`config.mk`:
```
export PLATFORM = sky130hd
export DESIGN_NAME = pulse_train_bank
export DESIGN_NICKNAME = d
export VERILOG_FILES = /design/src/pkg/ptg_pkg.sv /design/src/verilog/pulse_channel.sv /design/src/verilog/pulse_train_bank.sv
export SDC_FILE = /design/constraint.sdc
export NUM_CORES = 1
export LEC_CHECK = 0
export BUFFER_PORTS_ARGS = -buffer_cell sky130_fd_sc_hd__buf_2
export CAP_MARGIN = 10
export CORE_MARGIN = 2
export CORE_UTILIZATION = 50
export DETAILED_ROUTE_END_ITERATION = 16
export GPL_ROUTABILITY_DRIVEN = 0
export HOLD_SLACK_MARGIN = 0.05
export PLACE_DENSITY = 0.67
export SYNTH_ARGS = -nofsm -noshare
export SYNTH_HDL_FRONTEND = slang
export SYNTH_SLANG_ARGS = --single-unit
export TNS_END_PERCENT = 5
```
`constraint.sdc`:
```
create_clock -name i_clock -period 2.54 [get_ports i_clock]
set_input_delay 0.508 -clock i_clock [delete_from_list [all_inputs] [get_ports i_clock]]
set_output_delay 0.508 -clock i_clock [all_outputs]
set_load 0.005 [all_outputs]
```
`src/pkg/ptg_pkg.sv`:
```
// Package for the four-channel pulse train generator bank.
// Assumes a byte-wide data memory bus with one-cycle reads and writes.
package ptg_pkg;
   localparam int unsigned NUM_CHAN = 4;
   localparam int unsigned CNT_W = 16;
   localparam int unsigned ADDR_W = 5;
   // Register indices: four bytes per channel, then two control bytes
   localparam logic [4:0] PRESCALER_LOW_BYTE_OFS = 5'h00;
   localparam logic [4:0] PRESCALER_HIGH_BYTE_OFS = 5'h01;
   localparam logic [4:0] PULSE_COUNT_LOW_BYTE_OFS = 5'h02;
   localparam logic [4:0] PULSE_COUNT_HIGH_BYTE_OFS = 5'h03;
   localparam logic [4:0] CHAN_STRIDE = 5'h04;
   localparam logic [4:0] CHANNELS_ONE_TWO_CONTROL_OFS = 5'h10;
   localparam logic [4:0] CHANNELS_THREE_FOUR_CONTROL_OFS = 5'h11;
   // Control nibble field positions
   localparam int unsigned GO_BIT = 0;
   localparam int unsigned IRQ_ALLOW_BIT = 1;
   localparam int unsigned IRQ_FLAG_BIT = 2;
   localparam int unsigned TEST_PATH_BIT = 3;
   localparam logic [3:0] CTRL_RESET = 4'h0;
   localparam logic [7:0] READ_UNMAPPED = 8'h00;

   typedef struct packed {
      logic wr;
      logic rd;
      logic [4:0] addr;
      logic [7:0] wdata;
   } bus_req_type;

   // Packed order puts run in bit 0 so a nibble reads back as written
   typedef struct packed {
      logic test_path;
      logic irq_flag;
      logic irq_allow;
      logic go;
   } chan_ctrl_type;
endpackage

```
`src/verilog/pulse_channel.sv`:
```
// One pulse train channel: prescaler, divide-by-two and pulse count decrement and zero detect.
// Assumes start is a one-cycle pulse when software sets the run bit.
`timescale 1ns/1ps
module pulse_channel
   import ptg_pkg::*;
#(
   parameter int unsigned WIDTH = CNT_W
) (
   // Clock and reset
   input wire logic i_clock,
   input wire logic i_rstn,
   input wire logic i_enable,
   // Control
   input wire logic i_start,
   input wire logic i_go,
   input wire logic [WIDTH-1:0] i_prescaler,
   input wire logic [WIDTH-1:0] i_count,
   // Status
   output logic o_count_dec,
   output logic o_count_wrap,
   output logic o_out
);
   logic [WIDTH-1:0] presc_ff;
   logic half_ff;
   logic out_ff;
   logic prescaler_wrap_pulse;
   logic half_rate_wrap_pulse;

   assign prescaler_wrap_pulse = i_go && !i_start && (presc_ff == '0);
   assign half_rate_wrap_pulse = prescaler_wrap_pulse && half_ff;
   assign o_count_dec = half_rate_wrap_pulse;
   // Last pulse ends on zero count
   assign o_count_wrap = half_rate_wrap_pulse && (i_count == '0);
   assign o_out = out_ff;

   // Reload prescaler
   always_ff @(posedge i_clock or negedge i_rstn) begin
      if (!i_rstn) begin
         presc_ff <= '0;
      end else if (i_enable) begin
         if (i_start || prescaler_wrap_pulse) begin
            presc_ff <= i_prescaler;
         end else if (i_go) begin
            presc_ff <= presc_ff - 1'b1;
         end
      end
   end

   // Divide by two, cleared on start
   always_ff @(posedge i_clock or negedge i_rstn) begin
      if (!i_rstn) begin
         half_ff <= 1'b0;
      end else if (i_enable) begin
         if (i_start) begin
            half_ff <= 1'b0;
         end else if (prescaler_wrap_pulse) begin
            half_ff <= !half_ff;
         end
      end
   end

   // Toggle output; frozen while stopped
   always_ff @(posedge i_clock or negedge i_rstn) begin
      if (!i_rstn) begin
         out_ff <= 1'b0;
      end else if (i_enable && prescaler_wrap_pulse) begin
         out_ff <= !out_ff;
      end
   end

   // Every half period restarts from the full prescaler value
   equal_halves_a: assert property (
      @(posedge i_clock) disable iff (!i_rstn)
      prescaler_wrap_pulse && i_enable |=> presc_ff == $past(i_prescaler))
      else $error("half period not reloaded");
endmodule // pulse_channel

```
`src/verilog/pulse_train_bank.sv`:
```
// Bank of four pulse train generators behind a byte data memory bus.
// Assumes bus accesses are synchronous to i_clock; outputs feed port pins.
// How it works
// Four independent channels, each with 16-bit prescaler and count.
// Each channel emits counted pulses with equal high and low time.
// Writing run bit one starts, zero stops, per channel only.
// Count underflow may request an interrupt when enable bit is set.
// Prescaler and count are byte registers readable and writable.
// Low and high bytes form each 16-bit prescaler and count.
// First control byte holds channels one and two nibbles.
// Second control byte holds channels three and four nibbles.
// Enable gates the request; pending flag itself stays intact.
// Count underflow sets the pending bit.
// Only software clears pending; hardware never clears it.
// Software keeps test bits at zero.
// Prescaler underflow toggles output and reloads prescaler.
// Count decrements on every second prescaler underflow.
// Count underflow clears run bit and sets pending.
// Pulses equal high count byte times 256 plus low plus one.
// One shared interrupt from any pending and enabled channel.
// Reset clears control bits and divider, keeps byte registers.
`timescale 1ns/1ps
module pulse_train_bank
   import ptg_pkg::*;
#(
   parameter int unsigned CHANNELS = NUM_CHAN
) (
   // Clock and reset
   input wire logic i_clock,
   input wire logic i_rstn,
   input wire logic i_enable,
   // Data memory bus
   input wire bus_req_type i_bus,
   output logic [7:0] o_rdata,
   // Pins and interrupt
   output logic [CHANNELS-1:0] o_pulse,
   output logic o_irq
);
   logic [CNT_W-1:0] presc_ff [CHANNELS];
   logic [CNT_W-1:0] count_ff [CHANNELS];
   chan_ctrl_type ctrl_ff [CHANNELS];
   logic [CHANNELS-1:0] start;
   logic [CHANNELS-1:0] dec;
   logic [CHANNELS-1:0] pulse_count_wrap_pulse;
   logic [CHANNELS-1:0] irq_terms;
   logic [7:0] rdata_ff;

   genvar g;
   // One independent channel per pass
   generate
      for (g = 0; g < CHANNELS; g++) begin : g_chan
         localparam logic [4:0] BASE = 5'(g * CHAN_STRIDE);
         localparam logic [4:0] CTRL_ADDR = (g < 2) ?
            CHANNELS_ONE_TWO_CONTROL_OFS : CHANNELS_THREE_FOUR_CONTROL_OFS;
         localparam int unsigned NIB = (g % 2) * 4;
         logic ctrl_wr;
         logic [3:0] wnib;
         assign ctrl_wr = i_bus.wr && (i_bus.addr == CTRL_ADDR);
         assign wnib = i_bus.wdata[NIB +: 4];
         // Start pulse on run rising from software
         assign start[g] = ctrl_wr && wnib[GO_BIT] && !ctrl_ff[g].go;

         // Byte registers, untouched by reset
         always_ff @(posedge i_clock) begin
            if (i_enable && i_bus.wr) begin
               if (i_bus.addr == BASE + PRESCALER_LOW_BYTE_OFS)
                  presc_ff[g][7:0] <= i_bus.wdata;
               if (i_bus.addr == BASE + PRESCALER_HIGH_BYTE_OFS)
                  presc_ff[g][15:8] <= i_bus.wdata;
            end
         end

         // Count register, decremented once per pulse
         always_ff @(posedge i_clock) begin
            if (i_enable) begin
               if (i_bus.wr && i_bus.addr == BASE + PULSE_COUNT_LOW_BYTE_OFS)
                  count_ff[g][7:0] <= i_bus.wdata;
               else if (i_bus.wr &&
                        i_bus.addr == BASE + PULSE_COUNT_HIGH_BYTE_OFS)
                  count_ff[g][15:8] <= i_bus.wdata;
               else if (dec[g])
                  count_ff[g] <= count_ff[g] - 1'b1;
            end
         end

         // Control nibble with run clear and pending set
         always_ff @(posedge i_clock or negedge i_rstn) begin
            if (!i_rstn) begin
               // Control bits cleared
               ctrl_ff[g] <= chan_ctrl_type'(CTRL_RESET);
            end else if (i_enable) begin
               if (ctrl_wr) begin
                  ctrl_ff[g].go <= wnib[GO_BIT];
                  ctrl_ff[g].irq_allow <= wnib[IRQ_ALLOW_BIT];
                  ctrl_ff[g].irq_flag <= wnib[IRQ_FLAG_BIT];
                  ctrl_ff[g].test_path <= wnib[TEST_PATH_BIT];
               end
               // Underflow stops channel; set wins over write
               if (pulse_count_wrap_pulse[g]) begin
                  ctrl_ff[g].go <= 1'b0;
                  // Pending set by hardware, never cleared by it
                  ctrl_ff[g].irq_flag <= 1'b1;
               end
            end
         end

         pulse_channel #(
            .WIDTH(CNT_W)
         ) u_chan (
            .i_clock(i_clock),
            .i_rstn(i_rstn),
            .i_enable(i_enable),
            .i_start(start[g]),
            .i_go(ctrl_ff[g].go),
            .i_prescaler(presc_ff[g]),
            .i_count(count_ff[g]),
            .o_count_dec(dec[g]),
            .o_count_wrap(pulse_count_wrap_pulse[g]),
            .o_out(o_pulse[g])
         );

         // Enable gates request only
         assign irq_terms[g] = ctrl_ff[g].irq_flag && ctrl_ff[g].irq_allow;

         // Underflow sets pending
         flag_set_a: assert property (
            @(posedge i_clock) disable iff (!i_rstn)
            pulse_count_wrap_pulse[g] && i_enable |=> ctrl_ff[g].irq_flag)
            else $error("pending not set on underflow");

         // Underflow stops channel
         wrap_stop_a: assert property (
            @(posedge i_clock) disable iff (!i_rstn)
            pulse_count_wrap_pulse[g] && i_enable |=> !ctrl_ff[g].go)
            else $error("run not cleared on underflow");

         // Hardware never clears pending
         flag_hold_a: assert property (
            @(posedge i_clock) disable iff (!i_rstn)
            ctrl_ff[g].irq_flag && !ctrl_wr |=> ctrl_ff[g].irq_flag)
            else $error("pending cleared by hardware");

         // Stopped channel freezes pin
         stop_freeze_a: assert property (
            @(posedge i_clock) disable iff (!i_rstn)
            !ctrl_ff[g].go |=> $stable(o_pulse[g]))
            else $error("pin moved while stopped");

         // Enabled underflow raises the shared request next cycle
         irq_any_a: assert property (
            @(posedge i_clock) disable iff (!i_rstn)
            pulse_count_wrap_pulse[g] && i_enable && ctrl_ff[g].irq_allow &&
            !ctrl_wr |=> o_irq)
            else $error("interrupt not raised on underflow");

         // One decrement per completed pulse
         count_dec_a: assert property (
            @(posedge i_clock) disable iff (!i_rstn)
            dec[g] && i_enable && !i_bus.wr |=>
            count_ff[g] == $past(count_ff[g]) - 1'b1)
            else $error("count not decremented once");
      end
   endgenerate

   // Shared interrupt request
   assign o_irq = |irq_terms;

   // Read mux; unmapped reads return zero
   always_ff @(posedge i_clock or negedge i_rstn) begin
      if (!i_rstn) begin
         rdata_ff <= READ_UNMAPPED;
      end else if (i_enable && i_bus.rd) begin
         rdata_ff <= READ_UNMAPPED;
         for (int c = 0; c < CHANNELS; c++) begin
            if (i_bus.addr == 5'(c * CHAN_STRIDE) + PRESCALER_LOW_BYTE_OFS)
               rdata_ff <= presc_ff[c][7:0];
            if (i_bus.addr == 5'(c * CHAN_STRIDE) + PRESCALER_HIGH_BYTE_OFS)
               rdata_ff <= presc_ff[c][15:8];
            if (i_bus.addr == 5'(c * CHAN_STRIDE) + PULSE_COUNT_LOW_BYTE_OFS)
               rdata_ff <= count_ff[c][7:0];
            if (i_bus.addr == 5'(c * CHAN_STRIDE) + PULSE_COUNT_HIGH_BYTE_OFS)
               rdata_ff <= count_ff[c][15:8];
         end
         if (i_bus.addr == CHANNELS_ONE_TWO_CONTROL_OFS)
            rdata_ff <= {ctrl_ff[1], ctrl_ff[0]};
         if (i_bus.addr == CHANNELS_THREE_FOUR_CONTROL_OFS)
            rdata_ff <= {ctrl_ff[3], ctrl_ff[2]};
      end
   end
   assign o_rdata = rdata_ff;
endmodule // pulse_train_bank

```
After elaboration in Yosys (flattened, before gate mapping)
Memory sizes are Yosys's and may differ from the RTL's. Index checks and enable logic that the tools add are counted.

Input port bits: 18. Register bits: 96. Memory bits (writable): 128. Memories kept: 2. Output and inout port bits: 13. Word-level logic and storage cells: 302.

Memories: count_ff (depth 4, bits a word 16, rd ports 4, clocked after Yosys merged registers in 0, wr ports 4, RTL line pulse_train_bank.sv:40) `logic [CNT_W-1:0] count_ff [CHANNELS];`; presc_ff (depth 4, bits a word 16, rd ports 4, clocked after Yosys merged registers in 0, wr ports 1, RTL line pulse_train_bank.sv:39) `logic [CNT_W-1:0] presc_ff [CHANNELS];`.

Equality and inequality tests: 17. Reduce and logical (&&, ||, !) cells: 103. Bitwise gates (word level): 8. Muxes and demuxes: 135. Add/sub/neg operators: 8.

Operator list (count): 8-bit two-way mux (26); 16-bit two-way mux (11); 16-bit logical NOT (8); 16-bit by 1-bit subtractor with 16-bit output, second input constant (8); 1-bit two-way mux (88); 16-bit OR reduction (3); 1-bit logical AND (44); 5-bit by 4-bit == test with 1-bit output, second input constant (8); 2-bit AND reduction (14); 2-bit nonzero test (12); 5-bit by 3-bit == test with 1-bit output, second input constant (4); 1-bit logical NOT (16); 2-bit two-way mux (6); 3-bit two-way mux (4); 5-bit by 2-bit == test with 1-bit output, second input constant (2); 5-bit == test, second input constant (2); 1-bit OR (8); 5-bit by 1-bit == test with 1-bit output, second input constant (1); 5-bit logical NOT (1); 1-bit logical OR (4); 4-bit OR reduction (1).

Depth between registers and ports, before layout
Depth after elaboration: 19. Gate-level depth with buffers: 8.

Hierarchy
From an unflattened synthesis, not the netlist that was laid out.

Cell total of the unflattened synthesis: 1410. Area total of the unflattened synthesis: 13640.6 um^2.

By module, submodules not included: pulse_train_bank (cells each 794, area each 8310.5 um^2, instances 1); pulse_channel (cells each 154, area each 1332.5 um^2, instances 4).

Least setup slack after synthesis
OpenSTA, ideal clock, no wires.

Path type: register to register. From: reg g_chan[3].u_chan.presc_ff[8]. To: mem count_ff[3][10], enable pin. Arrival time: 2.265 ns. Stages on the path, launching flop included: 7. Slack: -0.100 ns. Path buffers: 1. Period minus slack after synthesis: 2.640 ns. Path through: dfrtp_1 > or3_4 > or4_1 > buf_4 > nor3_1 > o211ai_1 > a21oi_1.

RTL lines: start: declaration (RTL line pulse_channel.sv:23) `logic [WIDTH-1:0] presc_ff;`; start signal: assignment (RTL line pulse_channel.sv:42) `presc_ff <= i_prescaler;`; start signal: assignment (RTL line pulse_channel.sv:44) `presc_ff <= presc_ff - 1'b1;`; end: declaration (RTL line pulse_train_bank.sv:40).

Final worst setup path
From: reg g_chan[3].u_chan.presc_ff[7]. To: reg g_chan[3].u_chan.presc_ff[13].

Word-level cells in the longest chain between the ends: 5.

RTL lines: branches (longest 5 deep; another with 16-bit by 1-bit subtractor with 16-bit output).

Parallel ways; which one is timed is not known. The select of a mux whose other input is x is not followed. A chain may end at the register's enable or synchronous reset.

==> summary by stage <==
Final layout
The final cell utilization of the core is 0.6013. The layout net count is 1476. The layout has 2140 filler cells.

From synthesis to final layout, the design area changed by 17.70%. The share of cells above drive strength 1 is 0.1775.

Power
VDD sags by at most 682.1 µV. The analysis attributes to net switching a power of 2.879 mW. The post-route total power is 10.22 mW. Power spread over the standard cell area amounts to 672.8 mW/mm². The cell internal power dissipation is 7.337 mW. Of the total power, the clock network draws 0.384. The static leakage power is 5.829 nW. The share of total power dissipated in sequential elements is 0.444. The switching power as a share of total power is 0.2818. The part of the power in combinational logic is 0.172.

Placement
Summed over all nets, the half-perimeter wirelength after detailed placement is 29.00 mm. In this run the tool buffered the top-level ports with 30 buffer cells.

Worst setup path
The worst setup path is captured at a register. The register-to-register path setup slack is 0.09 ns. Traced cell by cell, the critical path runs through or3_4 > or4_1 > buf_4 > o31a_4 > mux2i_1 > a211oi_1.

In this run the worst path has a maximum fanout of 16. The data required time of the worst path is 2.99 ns. Data arrives at the worst endpoint at 2.90 ns.

In this design, the stage delay of the slowest critical-path cell is 0.52 ns. The most critical setup path has its startpoint at g_chan[3].u_chan.presc_ff[7]. The worst register-to-register path has a depth of 6. The destination of the worst register-to-register timing path is g_chan[3].u_chan.presc_ff[13]. The worst setup path is launched from a register.

The critical path ends at g_chan[3].u_chan.presc_ff[13]. The launch point of the worst reg-to-reg path is g_chan[3].u_chan.presc_ff[7]. The critical path is of the register to register type.

The critical path's slowest cell is sky130_fd_sc_hd__or4_1.

Synthesis
The largest area contributor in the synthesized netlist is sky130_fd_sc_hd__edfxtp_1. After synthesis, the netlist uses 82 different library cells. Sorting the synthesized cells by area gives the leading types as sky130_fd_sc_hd__edfxtp_1, sky130_fd_sc_hd__dfrtp_1, sky130_fd_sc_hd__a21oi_1.

The post-synthesis average cell area is 9.729 µm². The share of synthesized area in the top cell type comes to 0.2979. The most repeated cell in the gate-level netlist after synthesis is sky130_fd_sc_hd__edfxtp_1.

Yosys printed 0 warnings. The most frequently used flop master after synthesis is sky130_fd_sc_hd__edfxtp_1. After synthesis, the share of flip-flops with an asynchronous set or reset is 0.4286. Synthesis produced 1326 cells. Counting instances in the post-synthesis netlist gives the leading cell types as sky130_fd_sc_hd__edfxtp_1, sky130_fd_sc_hd__nor2_1, sky130_fd_sc_hd__nand2_1, sky130_fd_sc_hd__dfrtp_1, sky130_fd_sc_hd__a21oi_1.

Counting flops with a built-in enable in the synthesized netlist gives 128. Counting flops and latches in the post-synthesis netlist gives 224. Synthesis produced a netlist with a net count of 1356.

Of the synthesized area, sequential elements account for 0.4841. The synthesized netlist occupies a cell area of 0.01290 mm².

CTS
The clock root buffer is sky130_fd_sc_hd__clkbuf_16. The clock tree from TritonCTS is yes. CTS saw 224 sinks. Clock latency on the worst-skew pair, taken at its later pin, is 0.53 ns. The number of H-tree branching levels is 1. In this run the deepest clock path goes through 3 buffers.

The total CTS buffers is 25. The clock transition time at the flip-flop clock pins of the worst setup and hold paths is 0.06 ns.

STA
The number of endpoints failing setup at the final stage is 0. The share of the cycle needed by the critical path after routing is 0.9629. The transition time at the pin with the least slew margin is 0.7514 ns. Counting I/O delays and the setup requirement, the final critical path takes 2.446 ns. The final sum of negative setup slack is 0 ns. Measured against its own limit, the worst slew margin works out to 0.4861.

Setup repair after global routing left no endpoint under its margin. Timing would allow up to 408.9 MHz. The final setup skew is 0.01512 ns. The hold violation total from the final report was 0. The final-report max-slew violation count is 0.

Global routing
The number of antenna violations at the first check in global routing is 1. The total overflow left after global routing is 0. Entering global routing, the biggest net connects 109 pins. The global routing usage summed across all routing layers is 0.3040. The wire length of the first global-routing pass is 62.94 mm. The via count of the first global-routing pass is 11070.

Drt
The count of TritonRoute iterations in the first routing pass is 6. Summed over all layers, the routed wires come to 40.99 mm. The ratio of routed vias to standard cells is 6.477.

The count of routing violations after the opening detailed-route iteration is 1512. The post-detailed-route DRC marker count is 0. The number of routed nets with antenna violations is 0. The number of vias after detailed routing is 11630. The routed wire length per instance is 22.82 µm.

Floorplan
The total number of placement rows is 58. The number of ports placed on the die boundary is 31. After floorplanning, the core was sized to cover 0.02525 mm². The initial cell density of the core is 0.5109.

The full die area is 0.02710 mm². The die span in x is 164.6 µm. The die is 164.6 µm tall.

Min path
The class of the most critical hold timing path is primary input to register.

Flow run
The tool flagged a number of max-cap violations equal to 0.

Status
The flow ran to the end, and the final reports show no timing, DRC or antenna violations.
[sequential cells by signal, indices dropped and copies added (netlist names)]
register / cells
g_chan.u_chan.presc_ff: 64
g_chan.u_chan.half_ff: 4
count_ff: 64
o_rdata: 8
ctrl_ff: 16
presc_ff: 64
g_chan.u_chan.o_out: 4
[how the worst min path moves through the flow]
stage               slack (ns)                   start                endpoint  depth (start not counted)
detailed placement        0.46  g_chan[2].u_chan.o_out  g_chan[2].u_chan.o_out                          1
CTS                       0.41                i_bus[1]              ctrl_ff[5]                          3
finish                    0.45                i_bus[5]              ctrl_ff[1]                          3
floorplan                 0.21                  i_rstn              ctrl_ff[0]                          0
global placement          0.45  g_chan[0].u_chan.o_out  g_chan[0].u_chan.o_out                          1
global route              0.44                i_bus[3]             ctrl_ff[15]                          3
[kinds of logic after synthesis]
family / synth area share
adders and majority gates: 0.01164
AOI/OAI and AO/OA: 0.1957
DFF: 0.4841
and+or+nand+nor: 0.1855
buffers and inverters: 0.04665
xor gates and xnor gates: 0.03870
muxes: 0.03763
[per-layer routing]
| metal | track usage | vias to the layer above | share of wire |
|---|---|---|---|
| li1 | - | 5251 | - |
| met1 | 0.4268 | 5657 | 0.43 |
| met2 | 0.4736 | 605 | 0.45 |
| met3 | 0.05324 | 119 | 0.084 |
| met4 | 0.1134 | 0 | 0.045 |
| met5 | 0 | - | 0 |
[placed cells by master, fill, tap and decap left out, types with 28 or more instances in the layout]
cell type,n
sky130_fd_sc_hd__buf_2,28
sky130_fd_sc_hd__o21ai_0,89
sky130_fd_sc_hd__edfxtp_1,128
sky130_fd_sc_hd__a22oi_1,35
sky130_fd_sc_hd__xnor2_1,36
sky130_fd_sc_hd__nor2_1,109
sky130_fd_sc_hd__dfrtp_1,96
sky130_fd_sc_hd__nor4_1,38
sky130_fd_sc_hd__buf_4,133
sky130_fd_sc_hd__nor3_1,54
sky130_fd_sc_hd__a21oi_1,92
sky130_fd_sc_hd__inv_1,62
sky130_fd_sc_hd__nand3_1,37
sky130_fd_sc_hd__nand2_1,107
[what timing repair did]
item	4_1_cts	5_1_grt
hold buffers	1	0
endpoints found under the setup margin	8	48
hold endpoints to repair	28	0
buffers inserted	0	1
gates cloned	0	1
pin swaps	1	1
resized for setup	0	4
[cell type report]
type / instances / area, µm² / area share
Sequential cell: 224 / 6246 / 0.4113
Multi-Input combinational cell: 963 / 6106 / 0.4021
Timing Repair Buffer: 169 / 1289 / 0.08487
Clock buffer: 31 / 709.4 / 0.04672
Tap cell: 330 / 412.9 / 0.02719
Inverter: 63 / 236.5 / 0.01557
Clock inverter: 15 / 182.7 / 0.01203
Antenna cell: 1 / 2.502 / 0.0001648
[power groups by stage]
| stage | logic [mW] | registers [mW] | clock network, mW |
|---|---|---|---|
| 2_1_floorplan | 1.02 | 4.53 | 0 |
| 3_3_place_gp | 1.68 | 4.59 | 0 |
| 3_5_place_dp | 1.71 | 4.59 | 0 |
| 5_1_grt | 1.92 | 4.58 | 4.10 |
| 4_1_cts | 1.72 | 4.53 | 3.96 |
| 6_report | 1.75 | 4.54 | 3.93 |
[worst max-delay path: cells and delay by family (launching register included)]
kind	cells	cell delay [ns]
and+or+nand+nor	2	0.91
AOI/OAI and AO/OA	2	0.67
DFF	1	0.41
buffers and inverters	1	0.22
muxes	1	0.15
[per-stage QoR]
stage	hold WS (ns)	cells	setup slack (ns)	cell area, µm²
after floorplan	0.2124	1326	0.06720	12900
after global placement	0.4547	1746	-0.03705	14240
after detailed placement	0.4612	1746	-0.06455	14240
after CTS	0.4144	1793	0.01156	15140
after global routing	0.4392	1795	0.01971	15180
final	0.4451	1796	0.09414	15180
No activity file was read; power rests on OpenSTA's default activity.
